===== src/include/twras_defs.svh =====
// Purpose: Constants for the two-wire register access slave
// Assumes: Included by bare name
// Notes: Slave addresses are 7-bit, the register address reset value is 16-bit
`ifndef TWRAS_DEFS_SVH
`define TWRAS_DEFS_SVH
`define TWRAS_ADDR_DEFAULT 7'h36
`define TWRAS_ADDR_ALT 7'h37
`define TWRAS_DIR_BIT 0
`define TWRAS_REG_ADDR_RESET 16'h0000
`define TWRAS_BIT_LAST 3'h7
`endif


===== src/include/twras_pkg.sv =====
// Purpose: Types for the two-wire register access slave
// Assumes: Nothing
// Notes: States of the byte engine
package twras_pkg;
  typedef enum logic [3:0] {
    TWRAS_IDLE,
    TWRAS_DEV_BYTE,
    TWRAS_DEV_ACK,
    TWRAS_ADDR_HI,
    TWRAS_ADDR_HI_ACK,
    TWRAS_ADDR_LO,
    TWRAS_ADDR_LO_ACK,
    TWRAS_WR_DATA,
    TWRAS_WR_ACK,
    TWRAS_RD_DATA,
    TWRAS_RD_ACK
  } twras_state_type;
endpackage : twras_pkg


===== src/rtl/twras_edge.sv =====
// Purpose: Bus condition detector
// Assumes: Pins already synchronous to clk
// Notes: Registers previous levels, flags edges
`timescale 1ns/1ns
`default_nettype none
module twras_edge (
  input wire logic clk,
  input wire logic rst_n,
  input wire logic scl,
  input wire logic sda,
  output logic scl_rise,
  output logic scl_fall,
  output logic start_cond,
  output logic stop_cond
);
  logic scl_q;
  logic sda_q;
  logic next_scl_q;
  logic next_sda_q;

  always_comb begin
    next_scl_q = scl;
    next_sda_q = sda;
  end

  always_ff @(posedge clk) begin
    if (!rst_n) begin
      scl_q <= 1'b1;
      sda_q <= 1'b1;
    end else begin
      scl_q <= next_scl_q;
      sda_q <= next_sda_q;
    end
  end

  assign scl_rise = scl & ~scl_q;
  assign scl_fall = ~scl & scl_q;
  assign start_cond = scl & scl_q & sda_q & ~sda;
  assign stop_cond = scl & scl_q & ~sda_q & sda;
endmodule : twras_edge
`default_nettype wire


===== src/rtl/twras_slave.sv =====
// Purpose: Two-wire serial register access slave
// Assumes: Pins synchronous to clk, master-driven clock only
// Notes: Register store is reached through reg_* ports
`timescale 1ns/1ns
`default_nettype none
`include "twras_defs.svh"
////////////////////////////////////////////////////////////////////////////////
// Contract
// - After a start the first byte holds a 7-bit address and a direction bit, 0 write, 1 read.
// - The slave acknowledges that byte only when its address bits match its own address.
// - A write carries a 16-bit register address in two bytes, each acknowledged.
// - The register address comes upper byte first, right after the write address byte.
// - Each following data byte is acknowledged and stored at the current register address.
// - Read data goes out a byte at a time while the master keeps acknowledging.
// - The register address steps by one after every data byte written or read, not after address bytes.
// - A no-acknowledge from the master ends read data driving.
// - A read without a fresh address load starts at the held register address.
// - Any number of write bytes are stored at rising addresses until a stop.
// - The register space is addressed by 16 bits through this interface only.
// - Data falling with clock high is a start, data rising with clock high is a stop.
// - The default address is used, or the alternate one when selected and enabled.
// - The serial clock is an input only and is never driven.
module twras_slave
  import twras_pkg::*;
(
  input wire logic clk,
  input wire logic rst_n,
  input wire logic scl_in,
  input wire logic sda_in,
  output logic sda_out,
  output logic sda_oe,
  input wire logic alternate_address_enable,
  input wire logic alternate_address_select,
  output logic [15:0] reg_addr,
  output logic [7:0] reg_wdata,
  output logic reg_wr,
  output logic reg_rd,
  input wire logic [7:0] reg_rdata
);
  ////////////////////////////////////////////////////////////////////////////
  // Conditions
  logic scl_rise;
  logic scl_fall;
  logic start_cond;
  logic stop_cond;

  twras_edge u_edge (
    .clk(clk),
    .rst_n(rst_n),
    .scl(scl_in),
    .sda(sda_in),
    .scl_rise(scl_rise),
    .scl_fall(scl_fall),
    .start_cond(start_cond),
    .stop_cond(stop_cond)
  );

  function automatic logic [6:0] own_addr(input logic en, input logic sel);
    own_addr = (en && sel) ? `TWRAS_ADDR_ALT : `TWRAS_ADDR_DEFAULT;
  endfunction : own_addr

  ////////////////////////////////////////////////////////////////////////////
  // Byte engine
  twras_state_type state;
  twras_state_type next_state;
  logic [7:0] shreg;
  logic [7:0] next_shreg;
  logic [2:0] bitcnt;
  logic [2:0] next_bitcnt;
  logic [15:0] next_reg_addr;
  logic [7:0] next_reg_wdata;
  logic next_reg_wr;
  logic next_reg_rd;
  logic drive_low;
  logic next_drive_low;
  logic [7:0] rx_byte;

  assign rx_byte = {shreg[6:0], sda_in};
  // Open-drain: only ever pulls low; clock pin has no driver at all
  assign sda_out = 1'b0;
  assign sda_oe = drive_low;

  always_comb begin
    next_state = state;
    next_shreg = shreg;
    next_bitcnt = bitcnt;
    next_reg_addr = reg_addr;
    next_reg_wdata = reg_wdata;
    next_reg_wr = 1'b0;
    next_reg_rd = 1'b0;
    next_drive_low = drive_low;
    if (stop_cond) begin
      next_state = TWRAS_IDLE;
      next_drive_low = 1'b0;
    end else if (start_cond) begin
      next_state = TWRAS_DEV_BYTE;
      next_bitcnt = 3'h0;
      next_drive_low = 1'b0;
    end else begin
      case (state)
        TWRAS_IDLE: begin
          next_drive_low = 1'b0;
        end
        TWRAS_DEV_BYTE, TWRAS_ADDR_HI, TWRAS_ADDR_LO, TWRAS_WR_DATA: begin
          if (scl_rise) begin
            next_shreg = rx_byte;
            next_bitcnt = bitcnt + 3'h1;
            if (bitcnt == `TWRAS_BIT_LAST) begin
              case (state)
                TWRAS_DEV_BYTE: begin
                  if (rx_byte[7:1] == own_addr(alternate_address_enable,
                      alternate_address_select)) begin
                    next_state = TWRAS_DEV_ACK;
                  end else begin
                    next_state = TWRAS_IDLE;
                  end
                end
                TWRAS_ADDR_HI: begin
                  next_reg_addr = {rx_byte, reg_addr[7:0]};
                  next_state = TWRAS_ADDR_HI_ACK;
                end
                TWRAS_ADDR_LO: begin
                  next_reg_addr = {reg_addr[15:8], rx_byte};
                  next_state = TWRAS_ADDR_LO_ACK;
                end
                default: begin
                  next_reg_wdata = rx_byte;
                  next_reg_wr = 1'b1;
                  next_state = TWRAS_WR_ACK;
                end
              endcase
            end
          end
        end
        TWRAS_DEV_ACK, TWRAS_ADDR_HI_ACK, TWRAS_ADDR_LO_ACK, TWRAS_WR_ACK: begin
          if (scl_fall && !drive_low) begin
            next_drive_low = 1'b1;
          end else if (scl_fall && drive_low) begin
            next_drive_low = 1'b0;
            next_bitcnt = 3'h0;
            case (state)
              TWRAS_DEV_ACK: begin
                if (shreg[`TWRAS_DIR_BIT]) begin
                  next_state = TWRAS_RD_DATA;
                  next_shreg = reg_rdata;
                  next_drive_low = ~reg_rdata[7];
                end else begin
                  next_state = TWRAS_ADDR_HI;
                end
              end
              TWRAS_ADDR_HI_ACK: next_state = TWRAS_ADDR_LO;
              TWRAS_ADDR_LO_ACK: next_state = TWRAS_WR_DATA;
              default: begin
                next_reg_addr = reg_addr + 16'h0001;
                next_state = TWRAS_WR_DATA;
              end
            endcase
          end
        end
        TWRAS_RD_DATA: begin
          if (scl_fall) begin
            next_bitcnt = bitcnt + 3'h1;
            if (bitcnt == `TWRAS_BIT_LAST) begin
              next_drive_low = 1'b0;
              next_reg_rd = 1'b1;
              next_reg_addr = reg_addr + 16'h0001;
              next_state = TWRAS_RD_ACK;
            end else begin
              next_shreg = {shreg[6:0], 1'b0};
              next_drive_low = ~shreg[6];
            end
          end
        end
        TWRAS_RD_ACK: begin
          if (scl_rise && sda_in) begin
            next_state = TWRAS_IDLE;
          end else if (scl_fall) begin
            // Next byte loaded and MSB driven as the ack slot ends
            next_state = TWRAS_RD_DATA;
            next_shreg = reg_rdata;
            next_bitcnt = 3'h0;
            next_drive_low = ~reg_rdata[7];
          end
        end
        default: next_state = TWRAS_IDLE;
      endcase
    end
  end

  always_ff @(posedge clk) begin
    if (!rst_n) begin
      state <= TWRAS_IDLE;
      shreg <= 8'h00;
      bitcnt <= 3'h0;
      reg_addr <= `TWRAS_REG_ADDR_RESET;
      reg_wdata <= 8'h00;
      reg_wr <= 1'b0;
      reg_rd <= 1'b0;
      drive_low <= 1'b0;
    end else begin
      state <= next_state;
      shreg <= next_shreg;
      bitcnt <= next_bitcnt;
      reg_addr <= next_reg_addr;
      reg_wdata <= next_reg_wdata;
      reg_wr <= next_reg_wr;
      reg_rd <= next_reg_rd;
      drive_low <= next_drive_low;
    end
  end

  ////////////////////////////////////////////////////////////////////////////
  // Checks
  property p_nack_idle;
    @(posedge clk) disable iff (!rst_n)
      (state == TWRAS_RD_ACK && scl_rise && sda_in && !stop_cond && !start_cond)
      |=> (state == TWRAS_IDLE) ##1 !sda_oe;
  endproperty
  a_nack_idle: assert property (p_nack_idle) else $error("Read not ended by nack");

  property p_wr_inc;
    @(posedge clk) disable iff (!rst_n)
      (state == TWRAS_WR_ACK && scl_fall && drive_low && !start_cond && !stop_cond)
      |=> reg_addr == $past(reg_addr) + 16'h0001;
  endproperty
  a_wr_inc: assert property (p_wr_inc) else $error("Write address not stepped");

  property p_start_dev;
    @(posedge clk) disable iff (!rst_n)
      (start_cond && !stop_cond) |=> state == TWRAS_DEV_BYTE && !sda_oe;
  endproperty
  a_start_dev: assert property (p_start_dev) else $error("Start not honoured");

  property p_idle_quiet;
    @(posedge clk) disable iff (!rst_n)
      (state == TWRAS_IDLE) |-> !sda_oe;
  endproperty
  a_idle_quiet: assert property (p_idle_quiet) else $error("Driving while ignored");

  property p_mismatch;
    @(posedge clk) disable iff (!rst_n)
      (state == TWRAS_DEV_BYTE && scl_rise && bitcnt == 3'h7 && !start_cond && !stop_cond &&
       rx_byte[7:1] != own_addr(alternate_address_enable, alternate_address_select))
      |=> state == TWRAS_IDLE;
  endproperty
  a_mismatch: assert property (p_mismatch) else $error("Foreign address taken");

  property p_hi_first;
    @(posedge clk) disable iff (!rst_n)
      (state == TWRAS_ADDR_HI && scl_rise && bitcnt == 3'h7 && !start_cond && !stop_cond)
      |=> reg_addr[15:8] == $past(rx_byte);
  endproperty
  a_hi_first: assert property (p_hi_first) else $error("Upper address byte misplaced");

  property p_wr_strobe;
    @(posedge clk) disable iff (!rst_n)
      reg_wr |-> state == TWRAS_WR_ACK ##1 !reg_wr;
  endproperty
  a_wr_strobe: assert property (p_wr_strobe) else $error("Write strobe misplaced");

  property p_rd_inc;
    @(posedge clk) disable iff (!rst_n)
      reg_rd |-> reg_addr == $past(reg_addr) + 16'h0001;
  endproperty
  a_rd_inc: assert property (p_rd_inc) else $error("Read address not stepped");

  c_write: cover property (@(posedge clk) disable iff (!rst_n) reg_wr);
  c_read: cover property (@(posedge clk) disable iff (!rst_n) reg_rd);
  c_seq_read: cover property (@(posedge clk) disable iff (!rst_n)
    state == TWRAS_RD_ACK ##1 state == TWRAS_RD_DATA);
  c_mismatch: cover property (@(posedge clk) disable iff (!rst_n)
    state == TWRAS_DEV_BYTE ##1 state == TWRAS_IDLE);
endmodule : twras_slave
`default_nettype wire


===== config.mk =====
export PLATFORM = sky130hd
export DESIGN_NAME = twras_slave
export DESIGN_NICKNAME = d
export VERILOG_FILES = /design/src/include/twras_pkg.sv /design/src/rtl/twras_edge.sv /design/src/rtl/twras_slave.sv
export VERILOG_INCLUDE_DIRS = /design/src /design/src/include
export SDC_FILE = /design/constraint.sdc
export NUM_CORES = 1
export LEC_CHECK = 0
export ABC_CLOCK_PERIOD_IN_PS = 3700
export BUFFER_PORTS_ARGS = -buffer_cell sky130_fd_sc_hd__buf_2
export CAP_MARGIN = 20
export CORE_ASPECT_RATIO = 0.5
export CORE_MARGIN = 2
export CORE_UTILIZATION = 30
export CTS_BUF_LIST = sky130_fd_sc_hd__clkbuf_4
export CTS_CLUSTER_DIAMETER = 200
export DETAILED_ROUTE_END_ITERATION = 16
export GPL_TIMING_DRIVEN = 0
export PLACE_DENSITY = 0.47
export RECOVER_POWER = 50
export SYNTH_ARGS = -nofsm -noshare
export SYNTH_HDL_FRONTEND = slang
export SYNTH_HIERARCHICAL = 1
export SYNTH_SLANG_ARGS = --single-unit

===== constraint.sdc =====
create_clock -name clk -period 3.7 [get_ports clk]
set_input_delay 0.37 -clock clk [delete_from_list [all_inputs] [get_ports clk]]
set_output_delay 0.37 -clock clk [all_outputs]
set_load 0.01 [all_outputs]

==> flow_results.org <==
** CTS
- Insertion delay of the later-clocked pin in the worst-skew pair :: 0.39 ns
- Gates resized during post-CTS repair numbered 0.
- TritonCTS built the clock tree.
- In this run, post-CTS hold repair placed 0 buffers.
- The tree is rooted in a sky130_fd_sc_hd__clkbuf_4.
- In this run, CTS created clock tree buffers numbering 5.
- The H-tree was split into 2 levels.
- CTS saw 43 sinks.
- Post-CTS Repair Setup Buffers :: 0
- Worst-case clock buffer depth :: 2
- CTS clock-pin slew for the worst setup and hold paths :: 0.16 ns

** Global route
- Entering global routing, the biggest net connects 16 pins.
- Total global routing overflow :: 0
- The number of antenna violations at the first check in global routing is 0.
- Via count of the first global-routing pass :: 2860
- First-pass GRT wire length :: 15320 um
- Global-route usage over all layers :: 18.98%

** Synthesis
- When the netlist entered floorplanning its net count stood at 371.
- Sequential fraction of the synthesis area :: 30.16%
- Compound-cell area share of the yosys netlist :: 26.52%
- After Yosys synthesis, XOR and XNOR cells account for 1.534% of the synthesized area.
- Number of flops mapped to enable cells by yosys :: 0
- Post-synth design cell area :: 2854 um2
- Average size of a mapped cell :: 8.062 um2
- Cell types occupying the most area after synthesis :: sky130_fd_sc_hd__dfxtp_1, sky130_fd_sc_hd__mux2i_1, sky130_fd_sc_hd__nor2_1, sky130_fd_sc_hd__nand2_1, sky130_fd_sc_hd__nor3_1
- Synth Warn # :: 6
- Yosys cell types :: 72
- Fraction of the mapped netlist area in adder cells :: 1.315%
- Area fraction of the dominant cell type after synthesis :: 30.16%
- Register bit count reported by yosys :: 43
- Post-synthesis mux area share :: 5.655%
- sky130_fd_sc_hd__dfxtp_1 takes more of the synthesized area than any other cell.
- Cell count after synthesis :: 354
- By area, the combinational part of the netlist is dominated by simple AND/OR/NAND/NOR gates.
- Of the total synthesized cell area, the portion taken by AND, OR, NAND and NOR gates is 27.84%.
- After synthesis, the share of flip-flops with an asynchronous set or reset is 0%.
- Most common flop cell mapped by yosys :: sky130_fd_sc_hd__dfxtp_1

** Final layout
- Post-route non-filler standard cell count :: 523
- Fin area :: 3243 um2
- Counting the fill cells in the layout gives 990.
- Relative to the synthesized area, the layout overhead comes to 13.63%.
- Post-route core utilization :: 34.68%
- The repair_antennas step left the layout with diodes totalling 0.
- At the end of the flow, the number of nets in the layout was 418.
- Most used cells in the layout excluding fill and tap cells :: sky130_fd_sc_hd__clkbuf_1, sky130_fd_sc_hd__dfxtp_1, sky130_fd_sc_hd__nand2_1, sky130_fd_sc_hd__nor2_1, sky130_fd_sc_hd__buf_2
- Fraction of layout instances using a drive strength above 1 :: 12.44%

** Die
- After floorplanning, the core was divided into 25 placement rows.
- The die covers 10360 um2.
- Initial Util :: 30.52%
- Vert. Die Dim :: 72.97 um
- Top Ports :: 42
- The floorplan step defined a core boundary enclosing 9353 um2.
- The die is 141.9 um wide.

** STA
- Min Clock Period, post-route :: 2.674 ns
- Setup repair after global routing left no endpoint under its margin.
- Of the available clock period, the critical path in the final layout requires 72.27%.
- The worst path meets setup with 1.026 ns of slack.
- Measured slew at the worst slew-check pin :: 0.8787 ns
- Max-slew violation total from the final report :: 0
- Maximum clock frequency :: 374.0 MHz
- Hold is met by 0.1715 ns.
- Setup Total Neg Slack :: 0 ns
- Across the routed clock network, the largest skew measured is 0.01603 ns.
- Worst max-slew margin expressed relative to the limit :: 40.88%
- The number of failing hold endpoints at the final stage came to 0.
- Final setup violation count :: 0

** Place
- Once placement finished, the instance area stood at 3206 um2.
- Final HPWL from detailed placement :: 6825 um
- Count of input and output buffers :: 40
- Before CTS, the worst setup slack after placement is 0.9395 ns.
- Number of placed instances, taps included :: 515
- Routability Congestion :: 0.8514

** Drt
- Summed over all layers, the routed wires come to 9416 um.
- DRT antenna net count :: 0
- The first routing iteration left 269 violations.
- Drt drc :: 0
- In the final routed layout, each cell accounts on average for 18.00 um.
- After detailed routing, the number of vias per cell comes to 5.750.
- The routed layout has 3007 vias.
- Number of search-and-repair iterations in the first detailed-routing pass :: 5

** Pwr
- Power, Total :: 1.604 mW
- Leakage :: 1.171 nW
- The worst-case IR drop observed on VDD is 0.0002096 V.
- Dividing total power by cell area gives a power density of 494.5 nW/um2.

** Worst setup path
- Req. time, crit path :: 3.98 ns
- The worst setup path is launched from a primary input.
- The worst setup path is of the primary input to flop kind.
- Endpoint class of the critical path :: flop
- STA puts the critical path data arrival time at 2.95 ns.
- Along the worst path, the maximum fanout reaches 10.

** Status
- The run finished with clean final reports.

** Job
- The tool flagged a number of max-cap violations equal to 0.

** Worst hold path
- Class of the worst hold path :: primary input to flop
[report_power, final]
| group | switching (mW) | internal (mW) | total, mW |
|---|---|---|---|
| Clock | 0.186 | 0.144 | 0.330 |
| Combinational | 0.496 | 0.270 | 0.766 |
| Sequential | 0.0205 | 0.487 | 0.507 |
| Total | 0.702 | 0.901 | 1.60 |
[cells in the mapped netlist (5+ instances only)]
library cell / number
sky130_fd_sc_hd__a211oi_1: 6
sky130_fd_sc_hd__a21oi_1: 14
sky130_fd_sc_hd__buf_2: 6
sky130_fd_sc_hd__clkbuf_1: 12
sky130_fd_sc_hd__dfxtp_1: 43
sky130_fd_sc_hd__inv_1: 15
sky130_fd_sc_hd__mux2i_1: 15
sky130_fd_sc_hd__nand2_1: 33
sky130_fd_sc_hd__nand2b_1: 6
sky130_fd_sc_hd__nand3_1: 9
sky130_fd_sc_hd__nand4_1: 5
sky130_fd_sc_hd__nor2_1: 34
sky130_fd_sc_hd__nor2b_1: 8
sky130_fd_sc_hd__nor3_1: 15
sky130_fd_sc_hd__o2111ai_1: 6
sky130_fd_sc_hd__o21ai_0: 12
sky130_fd_sc_hd__o311ai_0: 8
sky130_fd_sc_hd__o41ai_1: 6
[worst max-delay path: stages]
cell,delay [ns]
sky130_fd_sc_hd__clkbuf_1,0.43
sky130_fd_sc_hd__and4b_1,0.34
sky130_fd_sc_hd__or2_1,0.24
sky130_fd_sc_hd__clkbuf_1,0.20
sky130_fd_sc_hd__nor3_1,0.23
sky130_fd_sc_hd__nand3_1,0.28
sky130_fd_sc_hd__buf_2,0.29
sky130_fd_sc_hd__o311ai_0,0.41
sky130_fd_sc_hd__o41ai_1,0.14
[state kept, by name, indices dropped and copies added, names as in the netlist]
signal        flops
bitcnt            3
reg_addr         16
reg_rd            1
reg_wdata         8
reg_wr            1
sda_oe            1
shreg             7
state             4
u_edge/scl_q      1
u_edge/sda_q      1
[final timing paths]
path,cells after the start,endpoint,slack (ns),start
max,9,reg_addr[10],1.03,sda_in
min,2,u_edge/sda_q,0.17,rst_n
max reg2reg,7,reg_addr[12],1.13,state[2]
min reg2reg,2,bitcnt[1],0.49,bitcnt[1]
[final cells by class]
cell class / count / area (um2) / share of cell area [%]
plain buffers: 27 / 131.4 / 4.051
clock buffers: 5 / 37.54 / 1.157
clock inverters: 3 / 46.29 / 1.427
inverters: 15 / 56.30 / 1.736
multi-input cells: 269 / 1795 / 55.36
flip-flops and latches: 43 / 860.8 / 26.54
well taps: 121 / 151.4 / 4.668
repair buffers: 40 / 163.9 / 5.054
[layer usage]
layer | track usage, % | vias to the layer above | wire [um]
li1 | - | 1434 | -
met1 | 27.11 | 1456 | 4779
met2 | 29.56 | 104 | 4077
met3 | 3.806 | 13 | 460
met4 | 4.667 | 0 | 98
met5 | 0 | - | 0
[cell families (layout without fill, tap and decap cells)]
family / Yosys count / in the layout
adder cells (fa/ha/maj): 3 / 3
multiplexers: 16 / 16
other: 1 / 1
AO/OA/AOI/OAI: 99 / 99
AND/OR/NAND/NOR: 145 / 145
XOR/XNOR: 5 / 5
flip-flops: 43 / 43
buffers and inverters: 42 / 90
(Power assumes the default switching activity.)
